**src/shared/uart_pkg.sv**
```systemverilog
`default_nettype none
package uart_pkg;
  // Byte offsets of the register words
  localparam logic [5:0] OFS_DATA     = 6'h00; // receive_buffer read, transmit_holding write
  localparam logic [5:0] OFS_INT_EN   = 6'h04;
  localparam logic [5:0] OFS_INT_PEND = 6'h08;
  localparam logic [5:0] OFS_FIFO_CTL = 6'h0c;
  localparam logic [5:0] OFS_MLC      = 6'h10; // modem_line_control
  localparam logic [5:0] OFS_LSR      = 6'h14; // line status
  localparam logic [5:0] OFS_MLS      = 6'h18; // modem_line_status
  localparam logic [5:0] OFS_SCRATCH  = 6'h1c;
  localparam logic [5:0] OFS_DIV_LO   = 6'h20;
  localparam logic [5:0] OFS_DIV_HI   = 6'h24;

  // Field positions
  localparam int IE_RX_POS     = 0;
  localparam int IE_HOLD_POS   = 1;
  localparam int IE_MODEM_POS  = 3;
  localparam int FC_MODE_POS   = 0;
  localparam int FC_RXCLR_POS  = 1;
  localparam int FC_TXCLR_POS  = 2;
  localparam int MC_LOOP_POS   = 4;
  localparam int LS_READY_POS  = 0;
  localparam int LS_OVERRUN_POS = 1;
  localparam int LS_HOLD_POS   = 5;
  localparam int LS_TEMT_POS   = 6;

  // Values after reset
  localparam logic [7:0]  DIV_LO_RESET  = 8'h01;
  localparam logic [7:0]  DIV_HI_RESET  = 8'h00;
  localparam logic [3:0]  INT_EN_RESET  = 4'h0;
  localparam logic [7:0]  FIFO_CTL_RESET = 8'h00;
  localparam logic [4:0]  MLC_RESET     = 5'h00;
  localparam logic [7:0]  SCRATCH_RESET = 8'h00;

  // Cycle counts of the 16x bit timing
  localparam logic [3:0] TICKS_LAST   = 4'hf; // 16 ticks per bit
  localparam logic [3:0] TICKS_MID    = 4'h7; // middle of the start bit
  localparam logic [2:0] DATA_LAST    = 3'h7; // 8 data bits

  // Receive trigger levels for fifo mode
  localparam logic [4:0] TRIG_1  = 5'h01;
  localparam logic [4:0] TRIG_4  = 5'h04;
  localparam logic [4:0] TRIG_8  = 5'h08;
  localparam logic [4:0] TRIG_14 = 5'h0e;

  // Modem lines as seen by software, active high
  typedef struct packed {
    logic dcd;
    logic ri;
    logic dsr;
    logic cts;
  } modem_lines_type;

  // Modem control outputs
  typedef struct packed {
    logic user_output_two;
    logic user_output_one;
    logic rts;
    logic dtr;
  } modem_ctrl_type;

  typedef enum logic [3:0] {
    rx_idle  = 4'b0001,
    rx_start = 4'b0010,
    rx_data  = 4'b0100,
    rx_stop  = 4'b1000
  } rx_state_type;

  typedef enum logic [3:0] {
    tx_idle  = 4'b0001,
    tx_start = 4'b0010,
    tx_data  = 4'b0100,
    tx_stop  = 4'b1000
  } tx_state_type;
endpackage
`default_nettype wire

```
**src/core/uart_core.sv**
```systemverilog
// Behaviour
// - Set trailing ring edge bit 2 when ring input rises low to high.
// - Set carrier change bit 3 when carrier input changed since last status read.
// - Either bit with modem interrupt enabled raises the modem status interrupt.
// - Bit 4 is inverted clear-to-send; in loopback it follows request-to-send control.
// - Bit 5 is inverted data-set-ready; in loopback it follows terminal-ready control.
// - Bit 6 is inverted ring input; in loopback it follows user output one.
// - Bit 7 is inverted carrier input; in loopback it follows user output two.
// - Baud generator divides input clock by divisor from 1 to 65535.
// - Baud output runs at sixteen times the wanted baud rate.
// - Two 8-bit divisor latches form one 16-bit divisor.
// - Writing either divisor latch reloads the baud counter at once.
// - Receive shifter samples on 16x ticks and fills a 16-byte buffer.
// - Character mode: data available interrupt while data held, cleared by reading.
// - 8-bit scratch register reads back what was written, nothing else.
// - Bus writes fill 16-byte transmit buffer; idle shifter takes and serializes.
// - Transmitter is timed by the baud generator ticks.
// - Character mode: holding-empty interrupt while empty, cleared by a write.
// - Fifo mode: receive interrupt follows the fifo control trigger level; holding-empty interrupt is unchanged.
// - Reading modem status clears the change bits that the read returned; bits set since the read data was captured stay set.
// - Control bit 4 selects loopback: modem inputs cut, controls looped back.
//
// The Avalon-MM register port and the register offsets were left to the implementer.
`timescale 1ns/1ps
`default_nettype none
module uart_core
  import uart_pkg::*;
#(
  parameter int DEPTH = 16
) (
  input  wire logic            clk,
  input  wire logic            reset_n,
  input  wire logic            clk_en,
  input  wire logic [5:0]      avs_address,
  input  wire logic            avs_read,
  input  wire logic            avs_write,
  input  wire logic [31:0]     avs_writedata,
  output var  logic [31:0]     avs_readdata,
  output var  logic            avs_waitrequest,
  input  wire logic            serial_input,
  input  wire modem_lines_type modem_in_n,
  output var  logic            serial_output,
  output var  modem_ctrl_type  modem_out_n,
  output var  logic            baud_tick_output,
  output var  logic            irq
);
  localparam int PW = $clog2(DEPTH);

  // Pointer advance with wrap, shared by both buffers
  function automatic logic [PW-1:0] next_ptr(input logic [PW-1:0] p);
    return (p == PW'(DEPTH - 1)) ? '0 : p + 1'b1;
  endfunction

  logic [3:0]      int_en;
  logic [7:0]      fifo_ctl;
  logic [4:0]      mlc;
  logic [7:0]      scratchpad;
  logic [7:0]      baud_divisor_low;
  logic [7:0]      baud_divisor_high;
  logic [3:0]      mls_delta;
  logic            overrun;
  logic [4:0]      sync1;
  logic [4:0]      sync2;
  logic [4:0]      sync3;
  logic [4:0]      filt;
  logic [4:0]      pins;
  modem_lines_type live;
  modem_lines_type prev_live;
  logic [7:0]      mls_value;
  logic [3:0]      delta_set;
  logic            loop;
  logic            req;
  logic            done;
  logic            wr_done;
  logic            rd_done;
  logic [7:0]      wbyte;
  logic [15:0]     baud_count;
  logic            baud_tick;
  logic [7:0]      rx_mem [DEPTH];
  logic [PW-1:0]   rx_wr;
  logic [PW-1:0]   rx_rd;
  logic [PW:0]     rx_count;
  logic [7:0]      tx_mem [DEPTH];
  logic [PW-1:0]   tx_wr;
  logic [PW-1:0]   tx_rd;
  logic [PW:0]     tx_count;
  logic [PW:0]     capacity;
  logic [4:0]      trigger;
  logic            rx_push;
  logic            rx_pop;
  logic            tx_push;
  logic            tx_pop;
  logic            rx_clear;
  logic            tx_clear;
  rx_state_type    rx_state;
  logic [3:0]      rx_ticks;
  logic [2:0]      rx_bits;
  logic [7:0]      rx_shift;
  logic            rx_in;
  tx_state_type    tx_state;
  logic [3:0]      tx_ticks;
  logic [2:0]      tx_bits;
  logic [7:0]      tx_shift;
  logic            tx_line;
  logic [2:0]      pending;
  logic [7:0]      lsr_value;

  // Serial pin on top of the four modem pins
  assign pins = {serial_input, modem_in_n};

  // Pin synchronisers; a change counts once stages two and three agree
  genvar gi;
  generate
    for (gi = 0; gi < 5; gi++) begin : g_sync
      always_ff @(posedge clk or negedge reset_n) begin
        if (!reset_n) begin
          sync1[gi] <= 1'b1;
          sync2[gi] <= 1'b1;
          sync3[gi] <= 1'b1;
          filt[gi]  <= 1'b1;
        end else if (clk_en) begin
          sync1[gi] <= pins[gi];
          sync2[gi] <= sync1[gi];
          sync3[gi] <= sync2[gi];
          if (sync2[gi] == sync3[gi]) begin
            filt[gi] <= sync3[gi];
          end
        end
      end
    end
  endgenerate

  // Live modem lines, inputs complemented or control bits looped back
  assign loop     = mlc[MC_LOOP_POS];
  assign live.cts = loop ? mlc[1] : ~filt[0];
  assign live.dsr = loop ? mlc[0] : ~filt[1];
  assign live.ri  = loop ? mlc[2] : ~filt[2];
  assign live.dcd = loop ? mlc[3] : ~filt[3];
  assign rx_in    = loop ? tx_line : filt[4];

  // Change detection; ring trailing edge is the pin going low to high
  assign delta_set[0] = live.cts ^ prev_live.cts;
  assign delta_set[1] = live.dsr ^ prev_live.dsr;
  assign delta_set[2] = prev_live.ri & ~live.ri;
  assign delta_set[3] = live.dcd ^ prev_live.dcd;
  assign mls_value    = {live, mls_delta};

  // Bus handshake: answer one cycle after the request is seen
  assign req     = avs_read | avs_write;
  assign done    = clk_en & req & ~avs_waitrequest;
  assign wr_done = done & avs_write;
  assign rd_done = done & avs_read;
  assign wbyte   = avs_writedata[7:0];

  always_ff @(posedge clk or negedge reset_n) begin
    if (!reset_n) begin
      avs_waitrequest <= 1'b1;
    end else if (clk_en) begin
      avs_waitrequest <= ~(req & avs_waitrequest);
    end
  end

  // Line status word
  always_comb begin
    lsr_value = 8'h00;
    lsr_value[LS_READY_POS]   = (rx_count != '0);
    lsr_value[LS_OVERRUN_POS] = overrun;
    lsr_value[LS_HOLD_POS]    = (tx_count == '0);
    lsr_value[LS_TEMT_POS]    = (tx_count == '0) && (tx_state == tx_idle);
  end

  // Read data captured in the cycle before the answer
  always_ff @(posedge clk or negedge reset_n) begin
    if (!reset_n) begin
      avs_readdata <= 32'h0000_0000;
    end else if (clk_en && avs_read && avs_waitrequest) begin
      avs_readdata <= 32'h0000_0000;
      case (avs_address)
        OFS_DATA:     avs_readdata[7:0] <= (rx_count != '0) ? rx_mem[rx_rd] : 8'h00;
        OFS_INT_EN:   avs_readdata[3:0] <= int_en;
        OFS_INT_PEND: avs_readdata[2:0] <= pending;
        OFS_FIFO_CTL: avs_readdata[7:0] <= fifo_ctl;
        OFS_MLC:      avs_readdata[4:0] <= mlc;
        OFS_LSR:      avs_readdata[7:0] <= lsr_value;
        OFS_MLS:      avs_readdata[7:0] <= mls_value;
        OFS_SCRATCH:  avs_readdata[7:0] <= scratchpad;
        OFS_DIV_LO:   avs_readdata[7:0] <= baud_divisor_low;
        OFS_DIV_HI:   avs_readdata[7:0] <= baud_divisor_high;
        default:      avs_readdata <= 32'h0000_0000;
      endcase
    end
  end

  // Software written control registers
  always_ff @(posedge clk or negedge reset_n) begin
    if (!reset_n) begin
      int_en            <= INT_EN_RESET;
      fifo_ctl          <= FIFO_CTL_RESET;
      mlc               <= MLC_RESET;
      scratchpad        <= SCRATCH_RESET;
      baud_divisor_low  <= DIV_LO_RESET;
      baud_divisor_high <= DIV_HI_RESET;
    end else if (wr_done) begin
      case (avs_address)
        OFS_INT_EN:   int_en <= wbyte[3:0];
        OFS_FIFO_CTL: fifo_ctl <= {wbyte[7:6], 5'h00, wbyte[0]};
        OFS_MLC:      mlc <= wbyte[4:0];
        OFS_SCRATCH:  scratchpad <= wbyte;
        OFS_DIV_LO:   baud_divisor_low <= wbyte;
        OFS_DIV_HI:   baud_divisor_high <= wbyte;
        default:      ;
      endcase
    end
  end

  // Modem change bits; a new change wins over the read clear
  always_ff @(posedge clk or negedge reset_n) begin
    if (!reset_n) begin
      prev_live <= '0;
      mls_delta <= 4'h0;
    end else if (clk_en) begin
      prev_live <= live;
      if (rd_done && avs_address == OFS_MLS) begin
        mls_delta <= (mls_delta & ~avs_readdata[3:0]) | delta_set;
      end else begin
        mls_delta <= mls_delta | delta_set;
      end
    end
  end

  // Baud counter: down count, tick and reload; divisor writes reload at once
  always_ff @(posedge clk or negedge reset_n) begin
    if (!reset_n) begin
      baud_count <= {DIV_HI_RESET, DIV_LO_RESET};
      baud_tick  <= 1'b0;
    end else if (clk_en) begin
      baud_tick <= 1'b0;
      if (wr_done && avs_address == OFS_DIV_LO) begin
        baud_count <= {baud_divisor_high, wbyte};
      end else if (wr_done && avs_address == OFS_DIV_HI) begin
        baud_count <= {wbyte, baud_divisor_low};
      end else if (baud_count <= 16'h0001) begin
        baud_count <= {baud_divisor_high, baud_divisor_low};
        baud_tick  <= 1'b1;
      end else begin
        baud_count <= baud_count - 16'h0001;
      end
    end
  end
  assign baud_tick_output = baud_tick;

  // Buffer depth: one word in character mode, full depth in fifo mode
  assign capacity = fifo_ctl[FC_MODE_POS] ? (PW+1)'(DEPTH) : (PW+1)'(1);
  assign rx_clear = wr_done && avs_address == OFS_FIFO_CTL &&
                    (wbyte[FC_RXCLR_POS] || wbyte[FC_MODE_POS] != fifo_ctl[FC_MODE_POS]);
  assign tx_clear = wr_done && avs_address == OFS_FIFO_CTL &&
                    (wbyte[FC_TXCLR_POS] || wbyte[FC_MODE_POS] != fifo_ctl[FC_MODE_POS]);
  assign rx_pop   = rd_done && avs_address == OFS_DATA && rx_count != '0;
  assign tx_push  = wr_done && avs_address == OFS_DATA && tx_count < capacity;
  assign tx_pop   = clk_en && tx_state == tx_idle && tx_count != '0;

  // Receive buffer storage and pointers
  always_ff @(posedge clk) begin
    if (rx_push) begin
      rx_mem[rx_wr] <= rx_shift;
    end
  end

  always_ff @(posedge clk or negedge reset_n) begin
    if (!reset_n) begin
      rx_wr    <= '0;
      rx_rd    <= '0;
      rx_count <= '0;
    end else if (rx_clear) begin
      rx_wr    <= '0;
      rx_rd    <= '0;
      rx_count <= '0;
    end else begin
      if (rx_push) begin
        rx_wr <= next_ptr(rx_wr);
      end
      if (rx_pop) begin
        rx_rd <= next_ptr(rx_rd);
      end
      rx_count <= rx_count + (PW+1)'(rx_push) - (PW+1)'(rx_pop);
    end
  end

  // Transmit buffer storage and pointers
  always_ff @(posedge clk) begin
    if (tx_push) begin
      tx_mem[tx_wr] <= wbyte;
    end
  end

  always_ff @(posedge clk or negedge reset_n) begin
    if (!reset_n) begin
      tx_wr    <= '0;
      tx_rd    <= '0;
      tx_count <= '0;
    end else if (tx_clear) begin
      tx_wr    <= '0;
      tx_rd    <= '0;
      tx_count <= '0;
    end else begin
      if (tx_push) begin
        tx_wr <= next_ptr(tx_wr);
      end
      if (tx_pop) begin
        tx_rd <= next_ptr(tx_rd);
      end
      tx_count <= tx_count + (PW+1)'(tx_push) - (PW+1)'(tx_pop);
    end
  end

  // Receiver, fixed 8 data bits and one stop bit, sampled on 16x ticks
  assign rx_push = clk_en && baud_tick && rx_state == rx_stop &&
                   rx_ticks == TICKS_LAST && rx_count < capacity;

  always_ff @(posedge clk or negedge reset_n) begin
    if (!reset_n) begin
      rx_state <= rx_idle;
      rx_ticks <= 4'h0;
      rx_bits  <= 3'h0;
      rx_shift <= 8'h00;
    end else if (clk_en) begin
      case (rx_state)
        rx_idle: begin
          rx_ticks <= 4'h0;
          if (!rx_in) begin
            rx_state <= rx_start;
          end
        end
        rx_start: begin
          if (baud_tick) begin
            rx_ticks <= rx_ticks + 4'h1;
            if (rx_ticks == TICKS_MID) begin
              rx_ticks <= 4'h0;
              rx_bits  <= 3'h0;
              rx_state <= rx_in ? rx_idle : rx_data;   // False start rejected
            end
          end
        end
        rx_data: begin
          if (baud_tick) begin
            rx_ticks <= rx_ticks + 4'h1;
            if (rx_ticks == TICKS_LAST) begin
              rx_shift <= {rx_in, rx_shift[7:1]};
              rx_bits  <= rx_bits + 3'h1;
              if (rx_bits == DATA_LAST) begin
                rx_state <= rx_stop;
              end
            end
          end
        end
        rx_stop: begin
          if (baud_tick) begin
            rx_ticks <= rx_ticks + 4'h1;
            if (rx_ticks == TICKS_LAST) begin
              rx_state <= rx_idle;
            end
          end
        end
        default: rx_state <= rx_idle;
      endcase
    end
  end

  // Overrun: a character arriving at a full buffer is dropped and flagged
  always_ff @(posedge clk or negedge reset_n) begin
    if (!reset_n) begin
      overrun <= 1'b0;
    end else if (clk_en) begin
      if (baud_tick && rx_state == rx_stop && rx_ticks == TICKS_LAST && rx_count >= capacity) begin
        overrun <= 1'b1;
      end else if (rd_done && avs_address == OFS_LSR) begin
        overrun <= 1'b0;
      end
    end
  end

  // Transmitter: start, 8 data bits, stop, each 16 baud ticks long
  always_ff @(posedge clk or negedge reset_n) begin
    if (!reset_n) begin
      tx_state <= tx_idle;
      tx_ticks <= 4'h0;
      tx_bits  <= 3'h0;
      tx_shift <= 8'h00;
      tx_line  <= 1'b1;
    end else if (clk_en) begin
      case (tx_state)
        tx_idle: begin
          tx_ticks <= 4'h0;
          if (tx_pop) begin
            tx_shift <= tx_mem[tx_rd];
            tx_line  <= 1'b0;
            tx_state <= tx_start;
          end
        end
        tx_start: begin
          if (baud_tick) begin
            tx_ticks <= tx_ticks + 4'h1;
            if (tx_ticks == TICKS_LAST) begin
              tx_line  <= tx_shift[0];
              tx_bits  <= 3'h0;
              tx_state <= tx_data;
            end
          end
        end
        tx_data: begin
          if (baud_tick) begin
            tx_ticks <= tx_ticks + 4'h1;
            if (tx_ticks == TICKS_LAST) begin
              tx_shift <= {1'b0, tx_shift[7:1]};
              tx_bits  <= tx_bits + 3'h1;
              tx_line  <= (tx_bits == DATA_LAST) ? 1'b1 : tx_shift[1];
              if (tx_bits == DATA_LAST) begin
                tx_state <= tx_stop;
              end
            end
          end
        end
        tx_stop: begin
          if (baud_tick) begin
            tx_ticks <= tx_ticks + 4'h1;
            if (tx_ticks == TICKS_LAST) begin
              tx_state <= tx_idle;
            end
          end
        end
        default: tx_state <= tx_idle;
      endcase
    end
  end

  // Receive trigger level in fifo mode
  always_comb begin
    case (fifo_ctl[7:6])
      2'b00:   trigger = TRIG_1;
      2'b01:   trigger = TRIG_4;
      2'b10:   trigger = TRIG_8;
      default: trigger = TRIG_14;
    endcase
  end

  // Interrupt causes: receive, holding empty, modem status
  always_comb begin
    if (fifo_ctl[FC_MODE_POS]) begin
      pending[0] = int_en[IE_RX_POS] && 5'(rx_count) >= trigger;
    end else begin
      pending[0] = int_en[IE_RX_POS] && rx_count != '0;
    end
    pending[1] = int_en[IE_HOLD_POS] && tx_count == '0;
    pending[2] = int_en[IE_MODEM_POS] && mls_delta != 4'h0;
  end

  // Registered pin outputs; loopback holds the serial and modem outputs inactive high
  always_ff @(posedge clk or negedge reset_n) begin
    if (!reset_n) begin
      irq           <= 1'b0;
      serial_output <= 1'b1;
      modem_out_n   <= '1;
    end else if (clk_en) begin
      irq           <= |pending;
      serial_output <= loop | tx_line;
      modem_out_n   <= loop ? '1 : ~mlc[3:0];
    end
  end
endmodule
`default_nettype wire

```
**config.mk**
```make
export PLATFORM = sky130hd
export DESIGN_NAME = uart_core
export DESIGN_NICKNAME = d
export VERILOG_FILES = /design/src/shared/uart_pkg.sv /design/src/core/uart_core.sv
export SDC_FILE = /design/constraint.sdc
export NUM_CORES = 1
export LEC_CHECK = 0
export BUFFER_PORTS_ARGS = -buffer_cell sky130_fd_sc_hd__buf_2
export CORE_MARGIN = 3
export CORE_UTILIZATION = 62
export DETAILED_ROUTE_END_ITERATION = 8
export PLACE_DENSITY = 0.8
export SLEW_MARGIN = 25
export SYNTH_ARGS = -nofsm -noshare
export SYNTH_HDL_FRONTEND = slang
export SYNTH_SLANG_ARGS = --single-unit
export TNS_END_PERCENT = 30
```
**constraint.sdc**
```tcl
create_clock -name clk -period 4.67 [get_ports clk]
set_clock_uncertainty 0.15 [all_clocks]
set_input_delay 1.401 -clock clk [delete_from_list [all_inputs] [get_ports clk]]
set_output_delay 1.401 -clock clk [all_outputs]
set_load 0.1 [all_outputs]
```
# Yosys cells after proc, flatten, opt, wreduce, memory -nomap -nowiden

Memory sizes are Yosys's and may differ from the RTL's.
Index checks and enable logic that the tools add are counted.

Bits of input ports: 48
Bits in writable memories: 256
Memories kept: 2
Register bits: 162
Word-level logic and storage cells: 309
Output and inout port bits: 40

Bitwise logic cells: 23
Add/subtract/negate cells: 13
Mux-type cells: 87
Equality and inequality tests: 52
Magnitude comparators: 5
Reductions and logical operators: 70

Memories:

| memory | depth | width | read ports | clocked after memory_dff | wr ports | RTL line        | RTL |
|---|---|---|---|---|---|---|---|
| rx_mem | 16    | 8     | 1          | 0                        | 1        | uart_core.sv:79 | `logic [7:0] rx_mem [DEPTH];` |
| tx_mem | 16    | 8     | 1          | 0                        | 1        | uart_core.sv:83 | `logic [7:0] tx_mem [DEPTH];` |

Operator list:

| kind                                                                   | number |
|---|---|
| 4-bit two-way mux                                                      | 34 |
| 16-bit two-way mux                                                     | 3 |
| 4-bit == test, second input constant                                   | 8 |
| 8-bit two-way mux                                                      | 4 |
| 4-bit one-hot mux with 4 select lines                                  | 2 |
| 2-bit != test, second input constant                                   | 15 |
| 3-bit one-hot mux with 10 select lines                                 | 1 |
| 1-bit logical AND                                                      | 27 |
| 3-bit two-way mux                                                      | 9 |
| 4-bit by 1-bit adder with 4-bit output, second input constant          | 6 |
| 6-bit by 5-bit == test with 1-bit output, second input constant        | 4 |
| 4-bit one-hot mux with 3 select lines                                  | 2 |
| 2-bit AND reduction                                                    | 12 |
| 1-bit two-way mux                                                      | 21 |
| 3-bit one-hot mux with 7 select lines                                  | 1 |
| 9-bit AND reduction                                                    | 2 |
| 2-bit nonzero test                                                     | 9 |
| 16-bit by 1-bit <= comparator with 1-bit output, second input constant | 1 |
| 8-bit one-hot mux with 2 select lines                                  | 1 |
| 16-bit by 1-bit subtractor with 16-bit output, second input constant   | 1 |
| 5-bit two-way mux                                                      | 3 |
| 4-bit by 3-bit == test with 1-bit output, second input constant        | 3 |
| 6-bit by 4-bit == test with 1-bit output, second input constant        | 2 |
| 6-bit == test, second input constant                                   | 2 |
| 40 further kinds                                                       | 77 |

# Longest topological paths before layout

Gate-level depths: netlist (run 1).

Depth in word-level cells: 9
Gate-level depth with buffers: 15
Depth with buffers taken out: 14

# Least setup slack after synthesis (run 1)

No wires, ideal clock.

Kind: in2reg
From: in avs_address[1]
To: reg tx_count[4]
Library setup time: 0.077 ns
Arrival time: 4.168 ns
Setup slack: 0.274 ns
Buffers on the path: 2
Data required time: 4.443 ns
Stages on the path: 14
Cell sequence: or4_1 clkbuf_1 nor2_1 and3_1 clkbuf_1 inv_1 ha_1 inv_1 ha_1 fa_1 a21oi_1 nor2_1 or3_1 a21oi_1

Word-level cells in the longest chain between the ends: 6
Elaborated cells on any way between the ends: 9
Classes of those cells: add/sub: 2; eq/ne: 1; mux: 1; reduce/logical: 5

Ends and longest elaborated chain:

| what                                        | RTL line         | RTL |
|---|---|---|
| start, declared                             | uart_core.sv:34  | `input wire logic [5:0] avs_address,` |
| 6-bit zero test                             | uart_core.sv:259 | `assign tx_push = wr_done && avs_address == OFS_DATA && tx_count < capacity;` |
| 1-bit logical AND (2 in series)             | uart_core.sv:259 |  |
| 5-bit by 1-bit adder with 5-bit output      | uart_core.sv:312 | `tx_count <= tx_count + (PW+1)'(tx_push) - (PW+1)'(tx_pop);` |
| 5-bit by 1-bit subtractor with 5-bit output | uart_core.sv:312 |  |
| 5-bit two-way mux *                         | uart_core.sv:301 | `end else if (tx_clear) begin` |
| end signal, assigned                        | uart_core.sv:312 |  |
| end, declared                               | uart_core.sv:86  | `logic [PW:0] tx_count;` |

Mark *: on every way between the ends. The rest lies on a longest branch, timed or not.
A chain may end at the register's enable or synchronous reset.

# Worst setup path in the final report (run 1)

Same ends and word-level chain as after synthesis.

==> results of run 1 <==
==> worst reg2reg max path: cells and delay by family, from the launching register on <==
| kind | cells | cell delay (ns) |
|---|---|---|
| AND/OR/NAND/NOR | 5 | 1.78 |
| adder cells (fa/ha/maj) | 3 | 0.88 |
| buffers and inverters | 1 | 0.04 |
| AO/OA/AOI/OAI | 2 | 0.32 |
| flip-flops | 1 | 0.47 |
==> sequential cells by signal (all words and copies together), names as in the netlist, 8 cells and up <==
| name | flops |
|---|---|
| baud_divisor_high | 8 |
| rx_shift | 8 |
| avs_readdata | 8 |
| baud_count | 16 |
| baud_divisor_low | 8 |
| scratchpad | 8 |
| tx_shift | 8 |
| tx_mem | 128 |
| rx_mem | 128 |
==> layout make-up <==
cell class | instances | area, sq um
clock buffers | 62 | 1290
clock inverters | 16 | 265
fillers | 1914 | 8590
inverters | 51 | 191
multi-input cells | 829 | 6660
flip-flops and latches | 418 | 11800
well taps | 390 | 488
repair buffers | 102 | 687
==> synthesized netlist by cell type (10+ instances only) <==
cell type and n:
edfxtp_1 256, dfrtp_1 131, nand2_1 116, nor2_1 77
mux4_2 70, o21ai_0 64, inv_1 49, mux2_2 44
clkbuf_1 41, ha_1 41, mux2i_1 40, a21oi_1 37
dfstp_2 31, nand3_1 29, buf_4 24, nor3_1 24
xor2_1 19, buf_2 17, nor4_1 16, a31oi_1 15
nor2b_1 14, nand2b_1 13, xnor2_1 13, buf_1 11
nor4b_1 10, o211ai_1 10, or3_1 10
==> routing by layer <==
layer / wire (microns) / part of all wire / vias to the layer above / global-route usage
met1: 17000 / 0.39 / 6005 / 0.354
li1: - / - / 5303 / -
met4: 1100 / 0.025 / 0 / 0.0740
met3: 2800 / 0.065 / 89 / 0.0405
met5: 0 / 0 / - / 0
met2: 22300 / 0.52 / 480 / 0.456
==> report_power, final <==
part | total (mW) | internal [mW] | switching (mW)
Sequential | 4.52 | 4.18 | 0.337
Combinational | 1.93 | 0.870 | 1.06
Clock | 3.70 | 2.31 | 1.39
==> cell usage in the layout, fill, tap and decap left out, drive strengths merged, types with 7 or more instances in the layout <==
cell / netlist / final
bufinv: 0 / 7
edfxtp: 256 / 256
dfstp: 31 / 31
conb: 1 / 24
nand2: 116 / 116
mux4: 70 / 70
inv: 49 / 51
clkinv: 2 / 9
o21ai: 65 / 65
dfrtp: 131 / 131
buf: 53 / 102
ha: 41 / 41
o211ai: 10 / 10
a221oi: 8 / 8
o31ai: 7 / 7
mux2: 44 / 44
mux2i: 40 / 40
nor2b: 14 / 14
a22o: 8 / 8
a31oi: 15 / 15
xnor2: 13 / 13
xor2: 19 / 19
nor4b: 11 / 11
nor4: 18 / 18
nand3: 29 / 29
nor2: 78 / 78
nor3: 25 / 25
nand4: 9 / 9
or3: 11 / 11
nand2b: 13 / 13
a22oi: 8 / 8
clkbuf: 41 / 62
a21oi: 38 / 38
==> final timing paths <==
kind                           startpoint     endpoint  slack [ns]
max                        avs_address[1]  tx_count[4]        0.64
min                              sync3[1]     sync3[1]        0.33
max reg2reg                   rx_state[1]  rx_count[4]        0.95
min reg2reg                      sync3[1]     sync3[1]        0.33
max in group asynchronous         reset_n     sync1[2]        2.66
min in group asynchronous         reset_n     tx_rd[1]        0.80
==> logic make-up after synthesis <==
family / count (synthesis) / share of synthesized area
compound gates: 220 / 0.0774
mux: 154 / 0.130
other cells: 1 / 0.000197
flops: 418 / 0.620
buf+inv: 145 / 0.0349
fa+ha+maj: 43 / 0.0291
simple gates: 356 / 0.0937
xor+xnor: 32 / 0.0147
==> through the flow <==
step	utilization	area, sq um
3_3_place_gp	0.661	19800
2_1_floorplan	-	19100
5_1_grt	0.713	21400
6_report	0.713	21400
3_5_place_dp	0.661	19800
4_1_cts	0.713	21400
==> impl_metrics.csv, run 1 <==
group,metric,value,unit
sta,layout_setup_ws,0.637,ns
floorplanning,io_pins,88,
synthesis,synth_area_per_cell,13.9,sq um
floorplanning,start_util,0.635,
setup_path,endpoint_kind,"register",
detailed_routing,wirelength,43.2,mm
sta,slew_headroom,0.321,
setup_path,slowest_delay,0.57,ns
finish,finalNonFillerCells,1868,
finish,layout.nets,1535,
setup_path,r2r_cells,11,
floorplanning,placementRows,63,
synthesis,synth.top_cell.area_share,0.404,
synthesis,yosysSeqAreaShare,0.620,
clock_tree,cts.sinks,418,
sta,slew_violations,0,
power_and_ir_drop,p_per_area,475,nW/um^2
synthesis,synthArstFlopShare,0.388,
setup_path,cp.required,4.97,ns
place,pre_cts_slack,0.156,ns
setup_path,cp_top_family,"simple AND/OR/NAND/NOR gates",
floorplanning,die_w,181,microns
sta,worstMarginPinSlew,1.02,ns
clock_tree,cts-hold-fix-buffers,0,
sta,hold_viol_final,0,
global_routing,grt_first_pass_wirelength,67.8,mm
clock_tree,clk_latency,0.54,ns
synthesis,yosysWarnings,0,
detailed_routing,wl_per_cell,23.1,microns
detailed_routing,first_iter_violations,1393,
power_and_ir_drop,p_leak,8.42,nW
synthesis,synthCells,1369,
synthesis,syn_area,19000,sq um
setup_path,path_class,"input port to register",
clock_tree,cts_setup_buffers,0,
global_routing,grt_max_degree,88,
setup_path,arrival,4.34,ns
detailed_routing,dr.pass1.iters,7,
setup_path,cpMaxStageDelayCell,"or4_1",
min_path,hold_path_depth,2,
synthesis,yosys.area.top_type,"edfxtp_1",
synthesis,synth_edf_count,256,
detailed_routing,postRouteAntennaNets,0,
flow_run,max_cap_viol_count,0,
finish,diodes,0,
run_status,status,"complete, no violations",
clock_tree,clk_pin_slew,0.06,ns
sta,rsz0062_at_grt,"no",
finish,drive_gt1_frac,0.229,
place,placed_cells,1790,
detailed_routing,vias,11900,
place,portBuffers,39,
clock_tree,cts_made_buffers,42,
setup_path,cp_num_cells,13,
floorplanning,dieArea,32800,sq um
place,dp_hpwl,28.0,mm
clock_tree,h-tree-depth,2,
global_routing,grt_pass1_vias,12000,
sta,fmax,248,MHz
sta,setup_violations,0,
synthesis,ys_top_cells_by_area,"edfxtp_1, dfrtp_1, mux4_2, dfstp_2, ha_1",
setup_path,critPathBufInv,3,
detailed_routing,drc,0,
synthesis,ys.flop_type,"edfxtp_1",
sta,period_share,0.864,
clock_tree,ctsResizeCount,0,
synthesis,ys_ff_latch,418,
finish,areaGrowthSynthToFinish,12.4,%
place,gp_congestion,0.918,
clock_tree,cts_tree,"built",
clock_tree,cts.path.max_buffers,3,
min_path,hp-class,"register to register",
synthesis,yosysUniqueCellTypes,83,
setup_path,worstPathMaxFanout,7,
global_routing,grt_remaining_overflow,0,
floorplanning,die_y,181,microns
power_and_ir_drop,vdd_ir_drop_max,0.000398,V
setup_path,critPathLaunchType,"input port",
sta,setup_tns,0,ns
floorplanning,core,30000,sq um
sta,whs,0.331,ns
global_routing,track_usage,0.264,
setup_path,crit_chain,"buf_2, or4_1, nor2_1, and3_1, inv_1, ha_1, inv_1, ha_1, fa_1, a21oi_1, nor2_1, or3_1, a21oi_1",
detailed_routing,viasPerCell,6.36,
sta,fin_crit,4.03,ns
global_routing,antenna_found_initial,1,
power_and_ir_drop,total_power,10.2,mW
clock_tree,cts_root_buffer,"clkbuf_16",
(Power assumes the default switching activity.)
==> run 2, diff against run 1 <==
CORE_UTILIZATION = 51   (was 62)
PLACE_DENSITY = 0.68   (was 0.8)
==> run 2 against run 1 <==
Sequential cell count unchanged; first-iteration DRC count decreased by 18%; total power is 4.3% lower; worst setup slack improved by 0.11 ns; highest routed layer unchanged; global-route usage is 5.1 points lower; worst hold slack got worse by 0.0050 ns; cell count up 4.7%; die area up 21%; largest cell class unchanged.
==> impl_metrics.csv, run 2 (same netlist as run 1, synthesis figures left out) <==
group,metric,value,unit
run_status,status,"complete, no violations",
finish,n_fill_cell,2830,
place,dp_hpwl,27.7,mm
clock_tree,clk_latency,0.56,ns
setup_path,cpMaxStageDelayCell,"or4_1",
global_routing,antenna_found_initial,0,
clock_tree,cts_setup_buffers,0,
flow_run,max_cap_viol_count,0,
detailed_routing,met1_length,17.8,mm
setup_path,r2r_start,"rx_state[1]",
finish,diodes,0,
finish,top_regs,"rx_mem (128), tx_mem (128), baud_count (16)",
clock_tree,cts.path.max_buffers,3,
global_routing,grt_first_pass_wirelength,64.6,mm
power_and_ir_drop,p_per_area,456,nW/um^2
detailed_routing,postRouteAntennaNets,0,
place,place_area,20000,sq um
setup_path,critPathLaunch,"avs_address[1]",
setup_path,worstPathMaxFanout,7,
floorplanning,placementRows,70,
sta,fin_crit,3.92,ns
setup_path,crit_chain,"buf_2, or4_1, buf_4, nor4_2, ha_1, inv_1, ha_1, fa_1, a21oi_1, nor2_1, or3_1, a21oi_1",
setup_path,path_class,"input port to register",
floorplanning,die_w,199,microns
sta,whs,0.326,ns
sta,slew_violations,0,
global_routing,grt_remaining_overflow,0,
detailed_routing,top_layer_used,"met4",
sta,setup_violations,0,
clock_tree,clk_pin_slew,0.06,ns
finish,final_cell_mix,"edfxtp_1, dfrtp_1, nand2_1",
min_path,hp-class,"register to register",
setup_path,critPathLaunchType,"input port",
clock_tree,h-tree-depth,2,
detailed_routing,wirelength,41.6,mm
finish,regArea,11800,sq um
sta,period_share,0.840,
sta,rsz0062_at_grt,"no",
place,placed_cells,1875,
sta,fmax,255,MHz
clock_tree,cts.sinks,418,
detailed_routing,dr.pass1.iters,5,
detailed_routing,viasPerCell,5.92,
finish,areaGrowthSynthToFinish,12.2,%
sta,worstMarginPinSlew,0.935,ns
finish,drive_gt1_frac,0.227,
min_path,hold_start,"tx_shift[6]",
clock_tree,cts-hold-fix-buffers,0,
setup_path,arrival,4.23,ns
detailed_routing,first_iter_violations,1145,
global_routing,grt_max_degree,87,
finish,layout.nets,1543,
detailed_routing,vias,11600,
finish,multi_input_area,6660,sq um
detailed_routing,wl_per_cell,21.3,microns
clock_tree,cts_tree,"built",
detailed_routing,drc,0,
detailed_routing,wl_met2,20.3,mm
finish,finalNonFillerCells,1955,
finish,final_area,21300,sq um
clock_tree,ctsResizeCount,0,
floorplanning,die_y,199,microns
power_and_ir_drop,p_leak,8.36,nW
sta,setup_tns,0,ns
setup_path,cp.required,4.98,ns
place,gp_congestion,0.865,
detailed_routing,wl_met3,2.29,mm
sta,slew_headroom,0.375,
sta,hold_viol_final,0,
power_and_ir_drop,vdd_ir_drop_max,0.000348,V
global_routing,track_usage,0.213,
floorplanning,dieArea,39600,sq um
setup_path,slowest_delay,0.61,ns
clock_tree,cts_root_buffer,"clkbuf_16",
finish,final_common_cell,"edfxtp_1",
floorplanning,io_pins,88,
floorplanning,start_util,0.518,
global_routing,grt_pass1_vias,11500,
setup_path,endpoint_kind,"register",
floorplanning,core,36700,sq um
clock_tree,cts_made_buffers,43,
place,portBuffers,39,
## run 2: cell count changes in the layout (fill, tap and decap cells not counted), sizes merged
cell,change
clkbuf,+6
bufinv,-7
clkinvlp,+1
buf,+7
clkinv,+2
## run 2: worst paths after layout
path / to / slack (ns) / depth (start not counted)
max: rx_count[4] / 0.75 / 12
min: tx_shift[6] / 0.33 / 2
max reg2reg: rx_count[4] / 0.95 / 11
min reg2reg: tx_shift[6] / 0.33 / 2
max in group asynchronous: baud_count[0] / 2.72 / 2
min in group asynchronous: rx_state[1] / 0.76 / 1
## run 2: area by class of cell
type | count | share of cell area
flip-flops and latches | 418 | 0.553
multi-input cells | 829 | 0.312
clock buffers | 68 | 0.0607
repair buffers | 109 | 0.0347
well taps | 468 | 0.0275
inverters | 51 | 0.00898
clock inverters | 12 | 0.00358
## run 2: critical path: cells and delay by family
family	cells	cell delay, ns
simple gates	4	1.37
fa+ha+maj	3	0.78
buf+inv	3	0.38
compound gates	2	0.30
## run 2: through the flow
| step | power, mW | setup WS (ns) | utilization |
|---|---|---|---|
| 2_1_floorplan | 6.00 | 0.274 | - |
| 3_3_place_gp | 6.46 | 0.221 | 0.544 |
| 3_5_place_dp | 6.51 | 0.196 | 0.544 |
| 4_1_cts | 9.82 | 0.761 | 0.581 |
| 5_1_grt | 10.2 | 0.624 | 0.581 |
| 6_report | 9.72 | 0.749 | 0.581 |
## run 2: metal layers
layer,track usage,up-vias
met1,0.291,5831
li1,-,5324
met4,0.0687,0
met3,0.0383,82
met5,0,-
met2,0.351,335
## run 2: report_power, final
group          internal [mW]  switching [mW]  total (mW)  leakage [nW]
clock                   1.91            1.37        3.28         0.672
sequential              4.19           0.393        4.58          4.67
combinational          0.876           0.983        1.86          3.02
total                   6.97            2.75        9.72          8.36
